<file path="config.mk">
export PLATFORM = sky130hd
export DESIGN_NAME = wdcfg_top
export DESIGN_NICKNAME = d
export VERILOG_FILES = /design/src/wdcfg_pkg.sv /design/src/wdcfg_top.sv
export VERILOG_INCLUDE_DIRS = /design/src
export SDC_FILE = /design/constraint.sdc
export NUM_CORES = 1
export LEC_CHECK = 0
export ABC_AREA = 1
export BUFFER_PORTS_ARGS = -buffer_cell sky130_fd_sc_hd__buf_2
export CAP_MARGIN = 20
export CORE_MARGIN = 2
export CORE_UTILIZATION = 50
export CTS_CLUSTER_SIZE = 30
export DETAILED_ROUTE_END_ITERATION = 10
export HOLD_SLACK_MARGIN = 0.03
export PLACE_DENSITY = 0.77
export RECOVER_POWER = 100
export SKIP_LAST_GASP = 1
export SYNTH_ARGS = -nofsm -noshare
export SYNTH_HDL_FRONTEND = slang
export SYNTH_SLANG_ARGS = --single-unit
</file>
<file path="constraint.sdc">
create_clock -name i_ref_clk -period 3.9 [get_ports i_ref_clk]
set_input_delay 1.17 -clock i_ref_clk [delete_from_list [all_inputs] [get_ports i_ref_clk]]
set_output_delay 1.17 -clock i_ref_clk [all_outputs]
set_load 0.03 [all_outputs]
</file>
<file path="src/wdcfg_params.svh">
// constants for the watchdog with write-once option register
`ifndef WDCFG_PARAMS_SVH
`define WDCFG_PARAMS_SVH
// register indices, byte address is four times the index
`define WDCFG_IDX_OPTION 16'h001F
`define WDCFG_IDX_SERVICE 16'hFFFF
`define WDCFG_IDX_STATUS 16'h0020
// option register field positions
`define WDCFG_BIT_EDGE 7
`define WDCFG_BIT_BOTPOL 6
`define WDCFG_BIT_TOPPOL 5
`define WDCFG_BIT_PAIR 4
`define WDCFG_BIT_SUPRST 3
`define WDCFG_BIT_SUPPWR 2
`define WDCFG_BIT_STOP_UNUSED 1
`define WDCFG_BIT_WDDIS 0
// status register field positions
`define WDCFG_ST_WD 0
`define WDCFG_ST_SUP 1
// reset values
`define WDCFG_OPTION_RST 8'h00
// timing counts in oscillator cycles
`define WDCFG_TIMEOUT_CYC (2**18 - 2**4)
`define WDCFG_PIN_LOW_CYC 32
`define WDCFG_POR_CYC 4096
`define WDCFG_SUP_FILT_CYC 9
`endif

</file>
<file path="src/wdcfg_pkg.sv">
// types shared by the watchdog block
package wdcfg_pkg;
    // bus transfer kind
    typedef enum logic [1:0] {WDCFG_IDLE, WDCFG_READ, WDCFG_WRITE} wdcfg_op_t;
    // decoded register target
    typedef enum logic [1:0] {WDCFG_R_NONE, WDCFG_R_OPT, WDCFG_R_SVC, WDCFG_R_STAT} wdcfg_reg_t;
endpackage : wdcfg_pkg

</file>
<file path="src/wdcfg_top.sv">
// watchdog timer with write-once option register, wishbone slave
`timescale 1ns/1ps
`default_nettype none
`include "wdcfg_params.svh"
module wdcfg_top
    import wdcfg_pkg::*;
#(
    parameter int PRE_W = 13,                   // prescaler width
    parameter int WD_W = 6                      // watchdog counter width
) (
    input wire logic i_ref_clk,                 // oscillator clock, 250 MHz
    input wire logic i_nrst,                    // async power-on reset, low
    input wire logic i_wb_cyc,                  // wishbone cycle
    input wire logic i_wb_stb,                  // wishbone strobe
    input wire logic i_wb_we,                   // wishbone write enable
    input wire logic [17:0] i_wb_adr,           // wishbone byte address
    input wire logic [3:0] i_wb_sel,            // wishbone byte selects
    input wire logic [31:0] i_wb_dat,           // wishbone write data
    output logic o_wb_ack,                      // wishbone acknowledge
    output logic [31:0] o_wb_dat,               // wishbone read data
    input wire logic [7:0] i_reset_vector_lo,   // low byte of reset vector
    input wire logic i_internal_reset,          // other internal reset source
    input wire logic i_vector_fetch,            // reset vector fetch pulse
    input wire logic i_monitor_mode,            // monitor mode active
    input wire logic i_high_test_voltage,       // high voltage on irq or reset pin
    input wire logic i_wait_mode,               // wait mode active
    input wire logic i_stop_mode,               // stop mode active
    input wire logic i_low_supply,              // low-voltage supervisor trip
    output logic o_reset_pin_drive_n,           // reset pin pull, low active
    output logic o_supervisor_reset,            // supervisor reset request
    output logic o_supervisor_power_enable,     // supervisor power enable
    output logic o_edge_align,                  // 1 edge, 0 center aligned
    output logic o_bottom_polarity,             // bottom side negative
    output logic o_top_polarity,                // top side negative
    output logic o_pairing_select               // 1 six independent outputs
);

    // last values of the internal timers, counted from zero
    // the prescaler and watchdog together act as one long counter
    localparam int CNT_W = PRE_W + WD_W;        // combined timeout width
    localparam logic [CNT_W-1:0] TOP_CNT = CNT_W'(`WDCFG_TIMEOUT_CYC - 1);
    localparam logic [12:0] POR_LAST = 13'(`WDCFG_POR_CYC - 1);
    localparam logic [5:0] PIN_LAST = 6'(`WDCFG_PIN_LOW_CYC - 1);
    localparam logic [3:0] SUP_LAST = 4'(`WDCFG_SUP_FILT_CYC - 1);

    // refuse sizes the timeout cannot fit in
    // the service clear needs the low four prescaler bits
    // the check asks for at least nineteen combined bits; the timeout count fits in eighteen
    if (PRE_W < 5 || CNT_W < 19 || CNT_W > 24) begin : g_chk
        $error("wdcfg_top: prescaler and watchdog widths cannot reach the timeout");
    end

    // map a byte address to a register target
    // only word-aligned addresses hit a register, the rest read zero
    function automatic wdcfg_reg_t f_decode(input logic [17:0] adr);
        wdcfg_reg_t r;
        r = WDCFG_R_NONE;
        if (adr[1:0] == 2'h0) begin
            // the service index is shared with the vector byte on reads
            case (adr[17:2])
                `WDCFG_IDX_OPTION: r = WDCFG_R_OPT;
                `WDCFG_IDX_SERVICE: r = WDCFG_R_SVC;
                `WDCFG_IDX_STATUS: r = WDCFG_R_STAT;
                default: r = WDCFG_R_NONE;
            endcase
        end
        return r;
    endfunction : f_decode

    // true when this cycle takes a write to the given register
    function automatic logic f_wr_hit(input wdcfg_op_t o, input wdcfg_reg_t t,
                                      input wdcfg_reg_t want);
        return (o == WDCFG_WRITE) && (t == want);
    endfunction : f_wr_hit

    // register state
    // all timers reset to zero; counts start on the first edge after reset
    logic [7:0] option_q;                       // stored option bits
    logic written_q;                            // option write used up
    logic [1:0] status_q;                       // reset cause flags
    logic [PRE_W-1:0] pre_q;                    // system prescaler
    logic [WD_W-1:0] wd_q;                      // watchdog counter
    logic [12:0] por_q;                         // power-up delay count
    logic por_done_q;                           // power-up clear done
    logic [5:0] pin_q;                          // reset pin low count
    logic pin_busy_q;                           // reset pin pulse running
    logic [3:0] sup_q;                          // low supply persistence
    logic sup_rst_q;                            // supervisor reset held
    logic ack_q;                                // bus ack
    logic [31:0] rdat_q;                        // bus read data

    // decoded bus request
    // a request is taken only while ack is low
    wdcfg_op_t op;                              // transfer kind this cycle
    wdcfg_reg_t tgt;                            // addressed register
    always_comb begin
        tgt = f_decode(i_wb_adr);
        if (i_wb_cyc && i_wb_stb && !ack_q) begin
            op = i_wb_we ? WDCFG_WRITE : WDCFG_READ;
        end else begin
            op = WDCFG_IDLE;
        end
    end

    // service write, any data value; the data byte is never looked at
    logic svc_wr;                               // watchdog service strobe
    assign svc_wr = f_wr_hit(op, tgt, WDCFG_R_SVC);

    // option write, honoured only while the write-once latch is open
    logic opt_wr;                               // option write strobe
    assign opt_wr = f_wr_hit(op, tgt, WDCFG_R_OPT);

    // status write, a one in the low byte clears that cause flag
    logic stat_wr;                              // status write strobe
    assign stat_wr = f_wr_hit(op, tgt, WDCFG_R_STAT);

    // watchdog runs unless disabled, in monitor test or in stop
    // the prescaler keeps running while the watchdog is disabled or in monitor test; stop holds it at zero
    logic wd_run;                               // watchdog clocked this cycle
    assign wd_run = !option_q[`WDCFG_BIT_WDDIS]
        && !(i_monitor_mode && i_high_test_voltage)
        && !i_stop_mode;

    // timeout when the combined count reaches the last cycle
    // a held watchdog never times out, whatever the count
    logic timeout;                              // overflow this cycle
    assign timeout = wd_run && ({wd_q, pre_q} == TOP_CNT);

    // supervisor active only when powered and reset enabled
    logic sup_armed;                            // supervisor may reset
    assign sup_armed = option_q[`WDCFG_BIT_SUPPWR]
        && option_q[`WDCFG_BIT_SUPRST];

    // supervisor trips once nine low cycles have passed
    logic sup_trip;                             // supervisor reset start
    assign sup_trip = sup_armed && i_low_supply && (sup_q == SUP_LAST);

    // any reset of the chip other than power-on
    // clears the option latch, prescaler and watchdog, not the cause flags
    // a held supervisor reset keeps the option register cleared
    logic chip_rst;                             // internal reset event
    assign chip_rst = timeout || sup_trip || sup_rst_q || i_internal_reset;

    // bus acknowledge, one cycle after request, drops next cycle
    // ack masks the request it answers, so a held strobe is taken every other cycle
    // the master drops the strobe for a cycle after each ack
    always_ff @(posedge i_ref_clk or negedge i_nrst) begin
        if (!i_nrst) begin
            ack_q <= 1'b0;
        end else begin
            ack_q <= (op != WDCFG_IDLE);
        end
    end

    // read data mux, unmapped reads return zero
    // read data stays until the next read is taken
    always_ff @(posedge i_ref_clk or negedge i_nrst) begin
        if (!i_nrst) begin
            rdat_q <= 32'h0000_0000;
        end else if (op == WDCFG_READ) begin
            case (tgt)
                WDCFG_R_OPT: rdat_q <= {24'h00_0000, option_q};
                WDCFG_R_SVC: rdat_q <= {24'h00_0000, i_reset_vector_lo};
                WDCFG_R_STAT: rdat_q <= {30'h0, status_q};
                default: rdat_q <= 32'h0000_0000;
            endcase
        end
    end

    // write-once option register, cleared by any reset
    // the latch closes on the first write, even one with sel[0] low
    always_ff @(posedge i_ref_clk or negedge i_nrst) begin
        if (!i_nrst) begin
            option_q <= `WDCFG_OPTION_RST;
            written_q <= 1'b0;
        end else if (chip_rst) begin
            // any internal reset reopens the write-once latch
            option_q <= `WDCFG_OPTION_RST;
            written_q <= 1'b0;
        end else if (opt_wr && !written_q) begin
            // first write after reset, all eight bits kept when sel[0] is set
            if (i_wb_sel[0]) begin
                option_q <= i_wb_dat[7:0];
            end
            written_q <= 1'b1;
        end
        // later writes fall through untouched
    end

    // reset cause flags, write one to clear, set wins
    // a timeout or trip in the clearing cycle keeps its flag set
    always_ff @(posedge i_ref_clk or negedge i_nrst) begin
        if (!i_nrst) begin
            status_q <= 2'h0;
        end else begin
            for (int i = 0; i < 2; i++) begin
                if (i == `WDCFG_ST_WD && timeout) begin
                    status_q[i] <= 1'b1;
                end else if (i == `WDCFG_ST_SUP && sup_trip) begin
                    status_q[i] <= 1'b1;
                end else if (stat_wr && i_wb_sel[0] && i_wb_dat[i]) begin
                    status_q[i] <= 1'b0;
                end
            end
        end
    end

    // power-up delay before the prescaler clear
    // counts once after power-on, then stops until the next power-on
    always_ff @(posedge i_ref_clk or negedge i_nrst) begin
        if (!i_nrst) begin
            por_q <= 13'h0000;
            por_done_q <= 1'b0;
        end else if (!por_done_q) begin
            por_q <= por_q + 13'h0001;
            por_done_q <= (por_q == POR_LAST);
        end
    end

    // system prescaler, free running on the oscillator clock
    // priority: internal reset or vector fetch, power-up clear, stop,
    // service write, then plain counting
    always_ff @(posedge i_ref_clk or negedge i_nrst) begin
        if (!i_nrst) begin
            pre_q <= '0;
        end else if (chip_rst || i_vector_fetch) begin
            pre_q <= '0;
        end else if (!por_done_q && por_q == POR_LAST) begin
            pre_q <= '0;
        end else if (i_stop_mode) begin
            pre_q <= '0;
        end else if (svc_wr) begin
            // upper bits cleared, low four keep counting
            pre_q <= {{(PRE_W-4){1'b0}}, pre_q[3:0] + 4'h1};
        end else begin
            // wait mode does not stop the count
            pre_q <= pre_q + 1'b1;
        end
    end

    // watchdog counter stepped by the prescaler carry
    // steps in the cycle in which the prescaler wraps
    // stop mode holds the prescaler at zero so no carry arrives
    always_ff @(posedge i_ref_clk or negedge i_nrst) begin
        if (!i_nrst) begin
            wd_q <= '0;
        end else if (chip_rst || svc_wr) begin
            wd_q <= '0;
        end else if (wd_run && (&pre_q)) begin
            wd_q <= wd_q + 1'b1;
        end
    end

    // reset pin pulse on watchdog timeout
    // the timeout cycle itself drives the pin, the count covers the rest
    always_ff @(posedge i_ref_clk or negedge i_nrst) begin
        if (!i_nrst) begin
            pin_q <= 6'h00;
            pin_busy_q <= 1'b0;
        end else if (timeout) begin
            pin_q <= 6'h00;
            pin_busy_q <= 1'b1;
        end else if (pin_busy_q) begin
            // stops itself on the last count
            pin_q <= pin_q + 6'h01;
            pin_busy_q <= (pin_q != PIN_LAST);
        end
    end

    // reset pin output, low while the pulse runs
    // 32 cycles low in all: the timeout cycle plus 31 counted cycles
    always_ff @(posedge i_ref_clk or negedge i_nrst) begin
        if (!i_nrst) begin
            o_reset_pin_drive_n <= 1'b1;
        end else begin
            o_reset_pin_drive_n <= !(timeout || (pin_busy_q && pin_q != PIN_LAST));
        end
    end

    // low supply persistence filter
    // a single cycle without the supply flag restarts the count
    // saturates at the last count while the flag stays high
    always_ff @(posedge i_ref_clk or negedge i_nrst) begin
        if (!i_nrst) begin
            sup_q <= 4'h0;
        end else if (!sup_armed || !i_low_supply) begin
            sup_q <= 4'h0;
        end else if (sup_q != SUP_LAST) begin
            sup_q <= sup_q + 4'h1;
        end
    end

    // supervisor reset held until the low supply clears
    // the trip forces an internal reset that also disarms the filter
    // cleared only when the supply flag drops
    always_ff @(posedge i_ref_clk or negedge i_nrst) begin
        if (!i_nrst) begin
            sup_rst_q <= 1'b0;
        end else if (sup_trip) begin
            sup_rst_q <= 1'b1;
        end else if (!i_low_supply) begin
            sup_rst_q <= 1'b0;
        end
    end

    // option outputs, each from its own flop
    // outputs lag the option register by one cycle
    always_ff @(posedge i_ref_clk or negedge i_nrst) begin
        if (!i_nrst) begin
            o_edge_align <= 1'b0;
            o_bottom_polarity <= 1'b0;
            o_top_polarity <= 1'b0;
            o_pairing_select <= 1'b0;
            o_supervisor_power_enable <= 1'b0;
        end else begin
            o_edge_align <= option_q[`WDCFG_BIT_EDGE];
            o_bottom_polarity <= option_q[`WDCFG_BIT_BOTPOL];
            o_top_polarity <= option_q[`WDCFG_BIT_TOPPOL];
            o_pairing_select <= option_q[`WDCFG_BIT_PAIR];
            o_supervisor_power_enable <= option_q[`WDCFG_BIT_SUPPWR];
        end
    end

    // supervisor reset request, high from the trip until the supply recovers
    always_ff @(posedge i_ref_clk or negedge i_nrst) begin
        if (!i_nrst) begin
            o_supervisor_reset <= 1'b0;
        end else begin
            o_supervisor_reset <= sup_trip || sup_rst_q;
        end
    end

    // bus outputs; the watchdog has no interrupt output at all
    // ack and read data come straight from their registers
    assign o_wb_ack = ack_q;
    assign o_wb_dat = rdat_q;

    // wait mode input only documents that the count keeps going
    // nothing in the watchdog path reads it
    logic unused_wait;                          // deliberately unread mode
    assign unused_wait = i_wait_mode;

endmodule : wdcfg_top
`default_nettype wire

</file>
==> results of run 1 <==
power by group through the flow:
stage	combinational, mW	sequential, mW	clock [mW]
finish	0.149	0.767	0.711
global route	0.166	0.768	0.760
floorplan	0.0859	0.805	0
CTS	0.156	0.766	0.726
detailed placement	0.156	0.781	0
global placement	0.154	0.781	0
placed cells by master (no fill, tap or decap), types with 3 or more instances in the layout:
| cell | instances |
|---|---|
| sky130_fd_sc_hd__nand4_1 | 27 |
| sky130_fd_sc_hd__nand3_2 | 3 |
| sky130_fd_sc_hd__nand3_1 | 35 |
| sky130_fd_sc_hd__nand2_1 | 104 |
| sky130_fd_sc_hd__clkbuf_1 | 21 |
| sky130_fd_sc_hd__bufinv_16 | 3 |
| sky130_fd_sc_hd__xor2_1 | 11 |
| sky130_fd_sc_hd__buf_2 | 41 |
| sky130_fd_sc_hd__clkbuf_8 | 10 |
| sky130_fd_sc_hd__nor2_4 | 3 |
| sky130_fd_sc_hd__conb_1 | 24 |
| sky130_fd_sc_hd__o21ai_0 | 4 |
| sky130_fd_sc_hd__inv_1 | 54 |
| sky130_fd_sc_hd__a21oi_1 | 21 |
| sky130_fd_sc_hd__nor2_1 | 72 |
| sky130_fd_sc_hd__nor3_1 | 6 |
| sky130_fd_sc_hd__nand2_2 | 4 |
| sky130_fd_sc_hd__dfrtp_1 | 71 |
| sky130_fd_sc_hd__nor2_2 | 6 |
| sky130_fd_sc_hd__xnor2_1 | 9 |
| sky130_fd_sc_hd__ha_1 | 6 |
| sky130_fd_sc_hd__inv_2 | 4 |
kinds of logic after synthesis:
logic type / after synthesis
xor+xnor: 20
other cells: 1
buf+inv: 88
fa+ha+maj: 6
simple gates: 271
compound gates: 27
flops: 72
worst max-delay path by stage:
stage / start / endpoint / slack (ps) / cells after the start
after floorplan: i_wb_adr[17] / status_q[0]$_DFFE_PN0P_ / 1650 / 11
after global placement: i_wb_adr[9] / wd_q[4]$_DFFE_PN0P_ / 1310 / 9
after detailed placement: i_wb_adr[9] / wd_q[1]$_DFFE_PN0P_ / 1260 / 9
after CTS: i_wb_adr[9] / wd_q[1]$_DFFE_PN0P_ / 1620 / 9
after global routing: i_wb_adr[2] / option_q[2]$_DFFE_PN0P_ / 800 / 11
final: i_wb_adr[3] / option_q[3]$_DFFE_PN0P_ / 1090 / 11
state kept, by name, summed over array words and instances (netlist names), 2 cells and up:
| signal | flops |
|---|---|
| pin_q | 6 |
| status_q | 2 |
| sup_q | 4 |
| por_q | 13 |
| wd_q | 6 |
| o_wb_dat | 8 |
| option_q | 8 |
| pre_q | 13 |
layer usage:
layer	up-vias	routed length, microns	part of all wire [%]
met5	-	0	0
met4	0	57	0.75
met3	5	361	4.7
met2	76	3840	50
met1	1515	3350	44
li1	1633	-	-
cells in the mapped netlist, types with 2 or more instances:
| library cell | count | area (sq um) |
|---|---|---|
| sky130_fd_sc_hd__dfrtp_1 | 71 | 1780 |
| sky130_fd_sc_hd__inv_2 | 4 | 15.0 |
| sky130_fd_sc_hd__xnor2_1 | 9 | 78.8 |
| sky130_fd_sc_hd__o21ai_0 | 4 | 20.0 |
| sky130_fd_sc_hd__nand3_2 | 4 | 40.0 |
| sky130_fd_sc_hd__a21oi_1 | 21 | 105 |
| sky130_fd_sc_hd__nand2_1 | 103 | 387 |
| sky130_fd_sc_hd__nor2_4 | 5 | 56.3 |
| sky130_fd_sc_hd__nor3_1 | 5 | 25.0 |
| sky130_fd_sc_hd__nand2_4 | 2 | 22.5 |
| sky130_fd_sc_hd__nand3_1 | 34 | 170 |
| sky130_fd_sc_hd__nor2_2 | 9 | 56.3 |
| sky130_fd_sc_hd__inv_1 | 54 | 203 |
| sky130_fd_sc_hd__nor2_1 | 66 | 248 |
| sky130_fd_sc_hd__buf_6 | 3 | 33.8 |
| sky130_fd_sc_hd__ha_1 | 6 | 75.1 |
| sky130_fd_sc_hd__buf_4 | 24 | 180 |
| sky130_fd_sc_hd__nand2_2 | 4 | 25.0 |
| sky130_fd_sc_hd__nand4_1 | 27 | 169 |
| sky130_fd_sc_hd__xor2_1 | 11 | 96.3 |
| sky130_fd_sc_hd__or2_2 | 2 | 12.5 |
| sky130_fd_sc_hd__nor3_4 | 2 | 32.5 |
metrics by stage:
step                total power [mW]  instances  worst slack, ps  util, %  instance area [sq um]
CTS                             1.65        661             1620     58.8                   4540
detailed placement             0.937        645             1260     55.6                   4300
floorplan                      0.891        508             1650        -                   4060
global route                    1.69        661              801     57.7                   4460
finish                          1.63        661             1090     57.7                   4460
global placement               0.934        645             1310     55.6                   4300
final cells by class:
class | instances | share of cell area (%)
sequential | 72 | 40.5
multi-input combinational | 348 | 39.2
timing repair buffer | 63 | 6.91
inverter | 60 | 5.08
clock buffer | 11 | 3.17
tap | 102 | 2.86
clock inverter | 5 | 2.33
==> results.txt, run 1 <==
----------------------------------------------------
[Cells and area]
  Net total in the final layout ... 634
  Share of final-layout standard cells stronger than drive strength 1 ... 15.6%
  Register Area ... 1800 sq um
  Area taken by multi-input logic gates ... 1750 sq um
  Synth-to-layout area growth ... 12.3%
  Antenna Diode Count ... 0
  Fill cell count ... 714

[CTS]
  Post-CTS Setup Inserts ... 0
  Cell at the root of the clock tree ... sky130_fd_sc_hd__clkbuf_8
  # resized after CTS ... 0
  Clock-pin transition on the worst setup and hold timing paths ... 70 ps
  TritonCTS clock tree ... yes
  TritonCTS buffer count ... 9
  Clock Path Buffers ... 2
  Clock network latency to the later pin of the worst-skew pair ... 340 ps
  H-Tree Level Count ... 3
  Number of hold buffers added after cts ... 0
  Sinks on the clock net ... 72

[Power]
  Peak supply drop ... 0.235 mV
  Switching share of power ... 23.9%
  Sequential group share of total power ... 47.1%
  Internal Pwr Total ... 1.24 mW
  Clock network fraction of design power ... 43.7%
  Standby leakage power ... 2.24 nW
  Switching power of the nets ... 389 uW
  Power per cell area ... 365 nW/um^2
  Gate power share ... 9.1%

[Yosys]
  Share of the yosys chip area belonging to registers ... 45.4%
  Synth Area in Compound Gates ... 3.53%
  Xor and xnor fraction of the mapped netlist area ... 4.41%
  Number of warnings issued by yosys ... 0
  Async set-or-reset flop fraction in the synthesized netlist ... 100%
  Area of the mapped netlist ... 3970 sq um
  Simple-gate share of the synthesized area ... 33.5%
  Count of different cell masters after synthesis ... 37
  Number of flip-flops and latches in the synthesized netlist ... 72
  Combinational family with the most area after synthesis ... simple AND/OR/NAND/NOR gates
  Fraction of synthesized area in multiplexers ... 0%
  Post-Syn Area per Cell ... 8.19 sq um
  Instance count of the mapped netlist ... 485
  Main synth FF type ... sky130_fd_sc_hd__dfrtp_1
  Adder and majority gate portion of the synthesized area ... 1.89%
  Number of synthesized flops with an enable pin ... 0

[STA]
  Worst slew slack as a fraction of its limit ... 20.5%
  Worst-case hold slack ... 441 ps
  Count of pins over their slew limit ... 0
  Final setup TNS ... 0 ps
  Number of setup violations in the final report ... 0
  Fmax ... 356 MHz
  RSZ-0062 raised after global routing ... no
  Min Tclk post-route ... 2810 ps
  Part of the cycle the worst path needs ... 71.9%
  Final-report hold violation count ... 0
  Tightest Pin Transition ... 1190 ps
  Final clock skew ... 10.7 ps

[Run status]
  Status ... finished clean

[GRT]
  Maximum number of pins on one net before global-route repair ... 52
  Met2 Resource Use GR ... 33.2%
  Overall track demand over capacity in global routing ... 19.3%
  Via count of the first global-routing pass ... 3156
  Gr ovfl total ... 0
  Layer carrying the most global-route usage ... met2
  Global-route wire length before repair ... 13.6 mm
  Met1 layer usage reported by global route ... 24.5%
  Initial antenna violation count ... 0
  Met3 capacity usage during global routing ... 4.67%

[Setup path]
  Setup crit start kind ... input port
  Crit path kind ... input port to register
  CP dominant cell by count ... sky130_fd_sc_hd__nand2_1
  Worst Path Max Fanout ... 14
  Worst EP arrival ... 3040 ps
  Endpoint class of the critical path ... register
  Data required time at the worst endpoint ... 4130 ps
  Standard cell with the maximum stage delay on the critical path ... sky130_fd_sc_hd__nor2_1
  Kind of cell adding the most delay to the critical path ... simple AND/OR/NAND/NOR gates
  Series of cell instances along the critical path ... buf_2 > nand2_1 > inv_1 > nand2_1 > nor2_1 > nand2_1 > nand2_1 > nor2_1 > nand3b_2 > nand3_1 > nand2_1
  FF-to-FF path depth ... 13
  Worst r2r src ... sup_q[0]$_DFFE_PN0N_
  Minimum setup slack among reg-to-reg paths ... 1840 ps
  End of the worst register-to-register path ... pre_q[5]$_DFF_PN0_
  Worst path bufs/invs ... 2
  Critical path's largest stage delay ... 630 ps

[Detailed routing]
  Residual DRC count ... 0
  DRT Pass-1 Iters ... 4
  DRC violation total after the first TritonRoute iteration ... 128
  Post-DR vias/cell ... 4.89
  Number of vias in the routed layout ... 3229
  Remaining antenna violation count after routing ... 0
  Routed wire length ... 7.61 mm
  WL per Instance ... 11.5 microns

[Min path]
  Hold crit path type ... register to register
  Hold Crit Endpoint ... o_top_polarity$_DFF_PN0_
  Hold Path Stages ... 0
  Hold path start ... option_q[5]$_DFFE_PN0P_

[Die]
  Core region area ... 7730 sq um
  Starting density of the core ... 51.4%
  Die outline area ... 8670 sq um
  Chip Height ... 93.1 microns
  Count of boundary I/O pins ... 114
  Cell Rows ... 32
  Die X ... 93.1 microns

[Place]
  Global placer's final weighted congestion ... 0.835
  Port buffer count ... 61
  Detailed-placement wirelength estimate ... 5.82 mm

[Flow run]
  Max-capacitance violation count ... 0

----------------------------------------------------
No activity file was read; power rests on OpenSTA's default activity.
==> run 2: changes to the inputs <==
- ABC_AREA: 1 -> 0
- CORE_UTILIZATION: 50 -> 46
- PLACE_DENSITY: 0.77 -> 0.76
- clock period: 3.9 -> 2.55 ns (I/O delays scaled with it)
==> run 2 against run 1 <==
The flow now finishes with violations (max-capacitance violations, max-slew violations). Worst setup slack lost 720 ps. Die area shrank 1.6%. Critical path depth shrank 5. Non-clock buffer count grew 3. Clock power grew 29%. Sequential share of layout area grew 3.9 points. Synthesized cell count shrank 27%. Routed wire length shrank 8.8%. Critical path type unchanged. Largest power group unchanged.
==> results.txt, run 2 <==
----------------------------------------------------
[Die]
  Count of boundary I/O pins ... 114
  Chip Height ... 92.4 microns
  Die outline area ... 8530 sq um
  Cell Rows ... 32
  Core region area ... 7650 sq um
  Die X ... 92.4 microns
  Starting density of the core ... 47.0%

[Place]
  Global placer's final weighted congestion ... 0.802
  Detailed-placement wirelength estimate ... 5.06 mm
  Number of placed instances with taps included ... 513
  Port buffer count ... 61

[CTS]
  Sinks on the clock net ... 72
  Cell at the root of the clock tree ... sky130_fd_sc_hd__clkbuf_8
  TritonCTS buffer count ... 9
  Clock Path Buffers ... 2
  Clock-pin transition on the worst setup and hold timing paths ... 80 ps
  Clock network latency to the later pin of the worst-skew pair ... 350 ps
  # resized after CTS ... 0
  TritonCTS clock tree ... yes
  H-Tree Level Count ... 3
  Number of hold buffers added after cts ... 0
  Post-CTS Setup Inserts ... 0

[Cells and area]
  Share of final-layout standard cells stronger than drive strength 1 ... 16.9%
  Net total in the final layout ... 502
  Commonest cells after routing, fill and taps aside ... sky130_fd_sc_hd__dfrtp_1 (71), sky130_fd_sc_hd__buf_2 (43), sky130_fd_sc_hd__nor2_1 (40)
  Non-filler cells, final ... 529
  Antenna Diode Count ... 0
  Most common library cell in the layout ignoring fill and taps ... sky130_fd_sc_hd__dfrtp_1
  Final Core Density ... 53.2%
  Synth-to-layout area growth ... 13.2%
  Registers with the most flip-flops ... por_q: 13 flops, pre_q: 13 flops

[STA]
  Tightest Pin Transition ... 1720 ps
  Number of setup violations in the final report ... 0
  Final setup TNS ... 0 ps
  Worst slew slack as a fraction of its limit ... -14.6%
  Final-report hold violation count ... 0
  Part of the cycle the worst path needs ... 85.4%
  Worst-case hold slack ... 422 ps
  RSZ-0062 raised after global routing ... no
  Fmax ... 459 MHz
  Final clock skew ... 9.94 ps
  Count of pins over their slew limit ... 73
  Min Tclk post-route ... 2180 ps

[Detailed routing]
  Number of vias in the routed layout ... 2708
  WL per Instance ... 13.1 microns
  Residual DRC count ... 0
  DRT Pass-1 Iters ... 4
  Remaining antenna violation count after routing ... 0
  Routed wire length ... 6.94 mm
  DRC violation total after the first TritonRoute iteration ... 117
  Post-DR vias/cell ... 5.12

[Yosys]
  Main synth FF type ... sky130_fd_sc_hd__dfrtp_1
  Area of the mapped netlist ... 3590 sq um
  Async set-or-reset flop fraction in the synthesized netlist ... 100%
  Number of synthesized flops with an enable pin ... 0
  Library cell with the highest instance count after synthesis ... sky130_fd_sc_hd__dfrtp_1
  Number of warnings issued by yosys ... 0
  Leading post-synthesis cells by cell area ... sky130_fd_sc_hd__dfrtp_1 (49%), sky130_fd_sc_hd__buf_4 (5.2%), sky130_fd_sc_hd__nand3_1 (5.2%)
  Count of different cell masters after synthesis ... 48
  Post-Syn Area per Cell ... 10.1 sq um
  Most frequent cells after synthesis ... sky130_fd_sc_hd__dfrtp_1 (71), sky130_fd_sc_hd__nor2_1 (40), sky130_fd_sc_hd__nand3_1 (37), sky130_fd_sc_hd__buf_4 (25), sky130_fd_sc_hd__nand2_1 (23)
  Synth area leader ... sky130_fd_sc_hd__dfrtp_1
  Fraction of post-synthesis cell area in the top cell type by area ... 49.5%
  Share of the yosys chip area belonging to registers ... 50.2%
  Instance count of the mapped netlist ... 355
  Number of flip-flops and latches in the synthesized netlist ... 72

[Setup path]
  Worst EP arrival ... 2410 ps
  Endpoint class of the critical path ... register
  Data required time at the worst endpoint ... 2780 ps
  Critical path's largest stage delay ... 570 ps
  Standard cell with the maximum stage delay on the critical path ... sky130_fd_sc_hd__or4_4
  Series of cell instances along the critical path ... buf_2 > or4_4 > nor4_4 > o211ai_1 > o21ai_0 > a21oi_1
  Worst Path Max Fanout ... 8
  Setup crit start kind ... input port
  Crit path kind ... input port to register

[GRT]
  Gr ovfl total ... 0
  Global-route wire length before repair ... 11.8 mm
  Overall track demand over capacity in global routing ... 17.3%
  Maximum number of pins on one net before global-route repair ... 73
  Initial antenna violation count ... 0
  Via count of the first global-routing pass ... 2660

[Power]
  Power per cell area ... 542 nW/um^2
  Peak supply drop ... 0.268 mV
  Standby leakage power ... 1.90 nW
  Power consumption ... 2.20 mW

[Run status]
  Violated checks ... max-capacitance violations, max-slew violations
  Status ... finished, violations left

[Min path]
  Hold crit path type ... register to register

[Flow run]
  Max-capacitance violation count ... 1

----------------------------------------------------
run 2: cell types whose count changed in the layout (fill, tap and decap cells not counted), sizes merged, moves of 11 or more:
cell and change:
nand4 -19, o21ai +14, nor2 -41, xnor2 +11, nand2 -86, inv -49
run 2: metrics by stage:
stage | worst slack (ps) | instance area [sq um]
global placement | 38.7 | 3910
global route | 148 | 4070
detailed placement | 14.7 | 3910
CTS | 389 | 4120
floorplan | 318 | 3680
finish | 372 | 4070
run 2: layout make-up:
| cell class | instances | area, sq um |
|---|---|---|
| repair buffers | 66 | 314 |
| well taps | 102 | 128 |
| clock inverters | 7 | 80.1 |
| inverters | 7 | 26.3 |
| clock buffers | 9 | 124 |
| fillers | 695 | 3580 |
| flip-flops and latches | 72 | 1800 |
| multi-input cells | 266 | 1590 |
run 2: kinds of logic after synthesis:
group,after synthesis,synth area share (%)
muxes,5,1.43
other,1,0.104
buffers and inverters,40,7.63
AOI/OAI and AO/OA,43,7.04
adders and majority gates,6,2.09
xor gates and xnor gates,35,8.53
DFF,72,50.2
and+or+nand+nor,153,23.0
run 2: worst paths after layout:
check / from / to / slack, ps / cells past startpoint
min in group asynchronous: i_nrst / sup_q[3]$_DFFE_PN0N_ / 950 / 2
worst max-delay path: i_wb_adr[9] / option_q[2]$_DFFE_PN0P_ / 370 / 6
worst min-delay path: option_q[5]$_DFFE_PN0P_ / o_top_polarity$_DFF_PN0_ / 420 / 0
worst max register to register: o_wb_ack$_DFF_PN0_ / o_wb_dat[1]$_DFFE_PN0N_ / 450 / 5
max in group asynchronous: i_nrst / por_q[11]$_DFFE_PN0N_ / 580 / 2
worst min register to register: option_q[5]$_DFFE_PN0P_ / o_top_polarity$_DFF_PN0_ / 420 / 0
run 2: power by group:
part	leakage (nW)	internal [mW]	switching [mW]	total (mW)
clock	0.102	0.463	0.457	0.920
combinational	0.817	0.0336	0.106	0.139
sequential	0.982	1.14	0.000991	1.14
run 2: layer usage:
metal,global-route usage (%),vias to the layer above,part of all wire (%)
li1,-,1314,-
met1,21.5,1308,44
met2,29.5,73,49
met3,3.42,13,5.7
met4,7.34,0,1.8
met5,0,-,0
run 2: worst max-delay path: cells and delay by family:
family	cells	cell delay (ps)
and+or+nand+nor	2	840
AOI/OAI and AO/OA	3	700
buffers and inverters	1	100
==> run 3: changes to the inputs <==
- CORE_UTILIZATION: 46 -> 50
- PLACE_DENSITY: 0.76 -> 0.79
- clock period: 2.55 -> 2.6 ns (I/O delays scaled with it)
==> run 3 against run 2 <==
The flow now finishes without violations. Non-clock buffer count grew 3. Sequential share of layout area grew 0.14 points. First-iteration DRC count shrank 13%. Via count shrank 0.18%. Highest routed layer unchanged.
==> results.txt, run 3 (synthesis gave the netlist of run 2 again) <==
----------------------------------------------------
[Run status]
  Status ... finished clean

[GRT]
  Overall track demand over capacity in global routing ... 19.2%
  Initial antenna violation count ... 0
  Maximum number of pins on one net before global-route repair ... 28
  Via count of the first global-routing pass ... 2680
  Global-route wire length before repair ... 11.8 mm
  Gr ovfl total ... 0

[CTS]
  Sinks on the clock net ... 72
  Cell at the root of the clock tree ... sky130_fd_sc_hd__clkbuf_8
  Post-CTS Setup Inserts ... 0
  Number of hold buffers added after cts ... 0
  H-Tree Level Count ... 3
  Clock-pin transition on the worst setup and hold timing paths ... 80 ps
  Clock network latency to the later pin of the worst-skew pair ... 350 ps
  TritonCTS buffer count ... 9
  TritonCTS clock tree ... yes
  Clock Path Buffers ... 2
  # resized after CTS ... 0

[Cells and area]
  Registers with the most flip-flops ... por_q: 13 flops, pre_q: 13 flops
  Register Area ... 1800 sq um
  Antenna Diode Count ... 0
  Final Core Density ... 59.0%
  Commonest cells after routing, fill and taps aside ... sky130_fd_sc_hd__dfrtp_1 (71), sky130_fd_sc_hd__buf_2 (43), sky130_fd_sc_hd__nor2_1 (40)
  Most common library cell in the layout ignoring fill and taps ... sky130_fd_sc_hd__dfrtp_1
  Area taken by multi-input logic gates ... 1600 sq um
  Synth-to-layout area growth ... 12.8%
  Fill cell count ... 637
  Share of final-layout standard cells stronger than drive strength 1 ... 17.2%
  Non-filler cells, final ... 526
  Net total in the final layout ... 505

[STA]
  Final clock skew ... 10.7 ps
  Fmax ... 455 MHz
  Final-report hold violation count ... 0
  Tightest Pin Transition ... 1110 ps
  Min Tclk post-route ... 2200 ps
  Worst slew slack as a fraction of its limit ... 26.2%
  Number of setup violations in the final report ... 0
  Final setup TNS ... 0 ps
  Worst-case hold slack ... 407 ps
  Part of the cycle the worst path needs ... 84.5%
  RSZ-0062 raised after global routing ... no
  Count of pins over their slew limit ... 0

[Detailed routing]
  WL per Instance ... 13.2 microns
  Number of vias in the routed layout ... 2703
  Routed wire length ... 6.94 mm
  Residual DRC count ... 0
  DRC violation total after the first TritonRoute iteration ... 102
  Post-DR vias/cell ... 5.14
  DRT Pass-1 Iters ... 4
  Remaining antenna violation count after routing ... 0

[Min path]
  Hold crit path type ... register to register

[Die]
  Chip Height ... 88.8 microns
  Die outline area ... 7880 sq um
  Core region area ... 6870 sq um
  Die X ... 88.8 microns
  Cell Rows ... 30
  Starting density of the core ... 52.3%
  Count of boundary I/O pins ... 114

[Place]
  Global placer's final weighted congestion ... 0.763
  Number of placed instances with taps included ... 510
  Port buffer count ... 61
  Detailed-placement wirelength estimate ... 5.27 mm

[Power]
  Standby leakage power ... 1.89 nW
  Sequential group share of total power ... 54.3%
  Clock network fraction of design power ... 38.9%
  Peak supply drop ... 0.380 mV
  Switching power of the nets ... 538 uW
  Switching share of power ... 26.0%
  Internal Pwr Total ... 1.53 mW
  Power per cell area ... 510 nW/um^2
  Gate power share ... 6.8%

[Setup path]
  Worst EP arrival ... 2460 ps
  Series of cell instances along the critical path ... buf_2 > or4_4 > nor4_4 > o21a_1 > clkbuf_1 > nand2_1 > o21ai_0
  Setup crit start kind ... input port
  Worst Path Max Fanout ... 5
  Critical path's largest stage delay ... 570 ps
  Endpoint class of the critical path ... register
  Standard cell with the maximum stage delay on the critical path ... sky130_fd_sc_hd__or4_4
  Data required time at the worst endpoint ... 2860 ps
  Crit path kind ... input port to register

[Flow run]
  Max-capacitance violation count ... 0

----------------------------------------------------
-- run 3: critical path: cells and delay by family --
family,cells,cell delay [ps]
buffers and inverters,2,320
AOI/OAI and AO/OA,2,450
and+or+nand+nor,3,900
-- run 3: stage by stage --
step                setup WS (ps)  instance area (sq um)  total power, mW
floorplan                     353                   3680             1.24
global placement             89.9                   3940             1.29
detailed placement           70.7                   3940             1.29
CTS                           454                   4120             2.09
global route                  293                   4050             2.16
finish                        404                   4050             2.07
-- run 3: power groups by stage --
stage                     registers (mW)  clock network [mW]  logic [mW]
after floorplan                     1.15                   0      0.0970
after global placement              1.14                   0       0.145
after detailed placement            1.14                   0       0.148
after CTS                           1.12               0.822       0.148
after global routing                1.12               0.883       0.155
final                               1.12               0.805       0.140
-- run 3: worst paths after layout --
path                                          from                         end  slack [ps]  cells after the start
setup / recovery                       i_wb_adr[9]     o_wb_dat[0]$_DFFE_PN0N_         400                      7
hold / removal             option_q[4]$_DFFE_PN0P_  o_pairing_select$_DFF_PN0_         410                      0
setup reg to reg              por_q[0]$_DFFE_PN0N_          pre_q[4]$_DFF_PN0_         620                      6
hold reg to reg            option_q[4]$_DFFE_PN0P_  o_pairing_select$_DFF_PN0_         410                      0
max in group asynchronous                   i_nrst         pre_q[10]$_DFF_PN0_         750                      2
min in group asynchronous                   i_nrst          o_wb_ack$_DFF_PN0_         620                      1
-- run 3: final cells by class --
type / instances / share of cell area (%)
repair buffers: 69 / 8.06
inverters: 7 / 0.648
well taps: 96 / 2.96
clock inverters: 6 / 1.05
multi-input cells: 266 / 39.4
clock buffers: 10 / 3.40
flip-flops and latches: 72 / 44.5
-- run 3: per-layer routing --
layer  up-vias  routed length [microns]  part of all wire (%)  GRT usage [%]
li1       1323                        -                     -              -
met1      1314                     3150                    45           23.8
met2        60                     3390                    49           32.3
met3         6                      338                   4.9           6.25
met4         0                       67                  0.97           5.10
met5         -                        0                     0              0
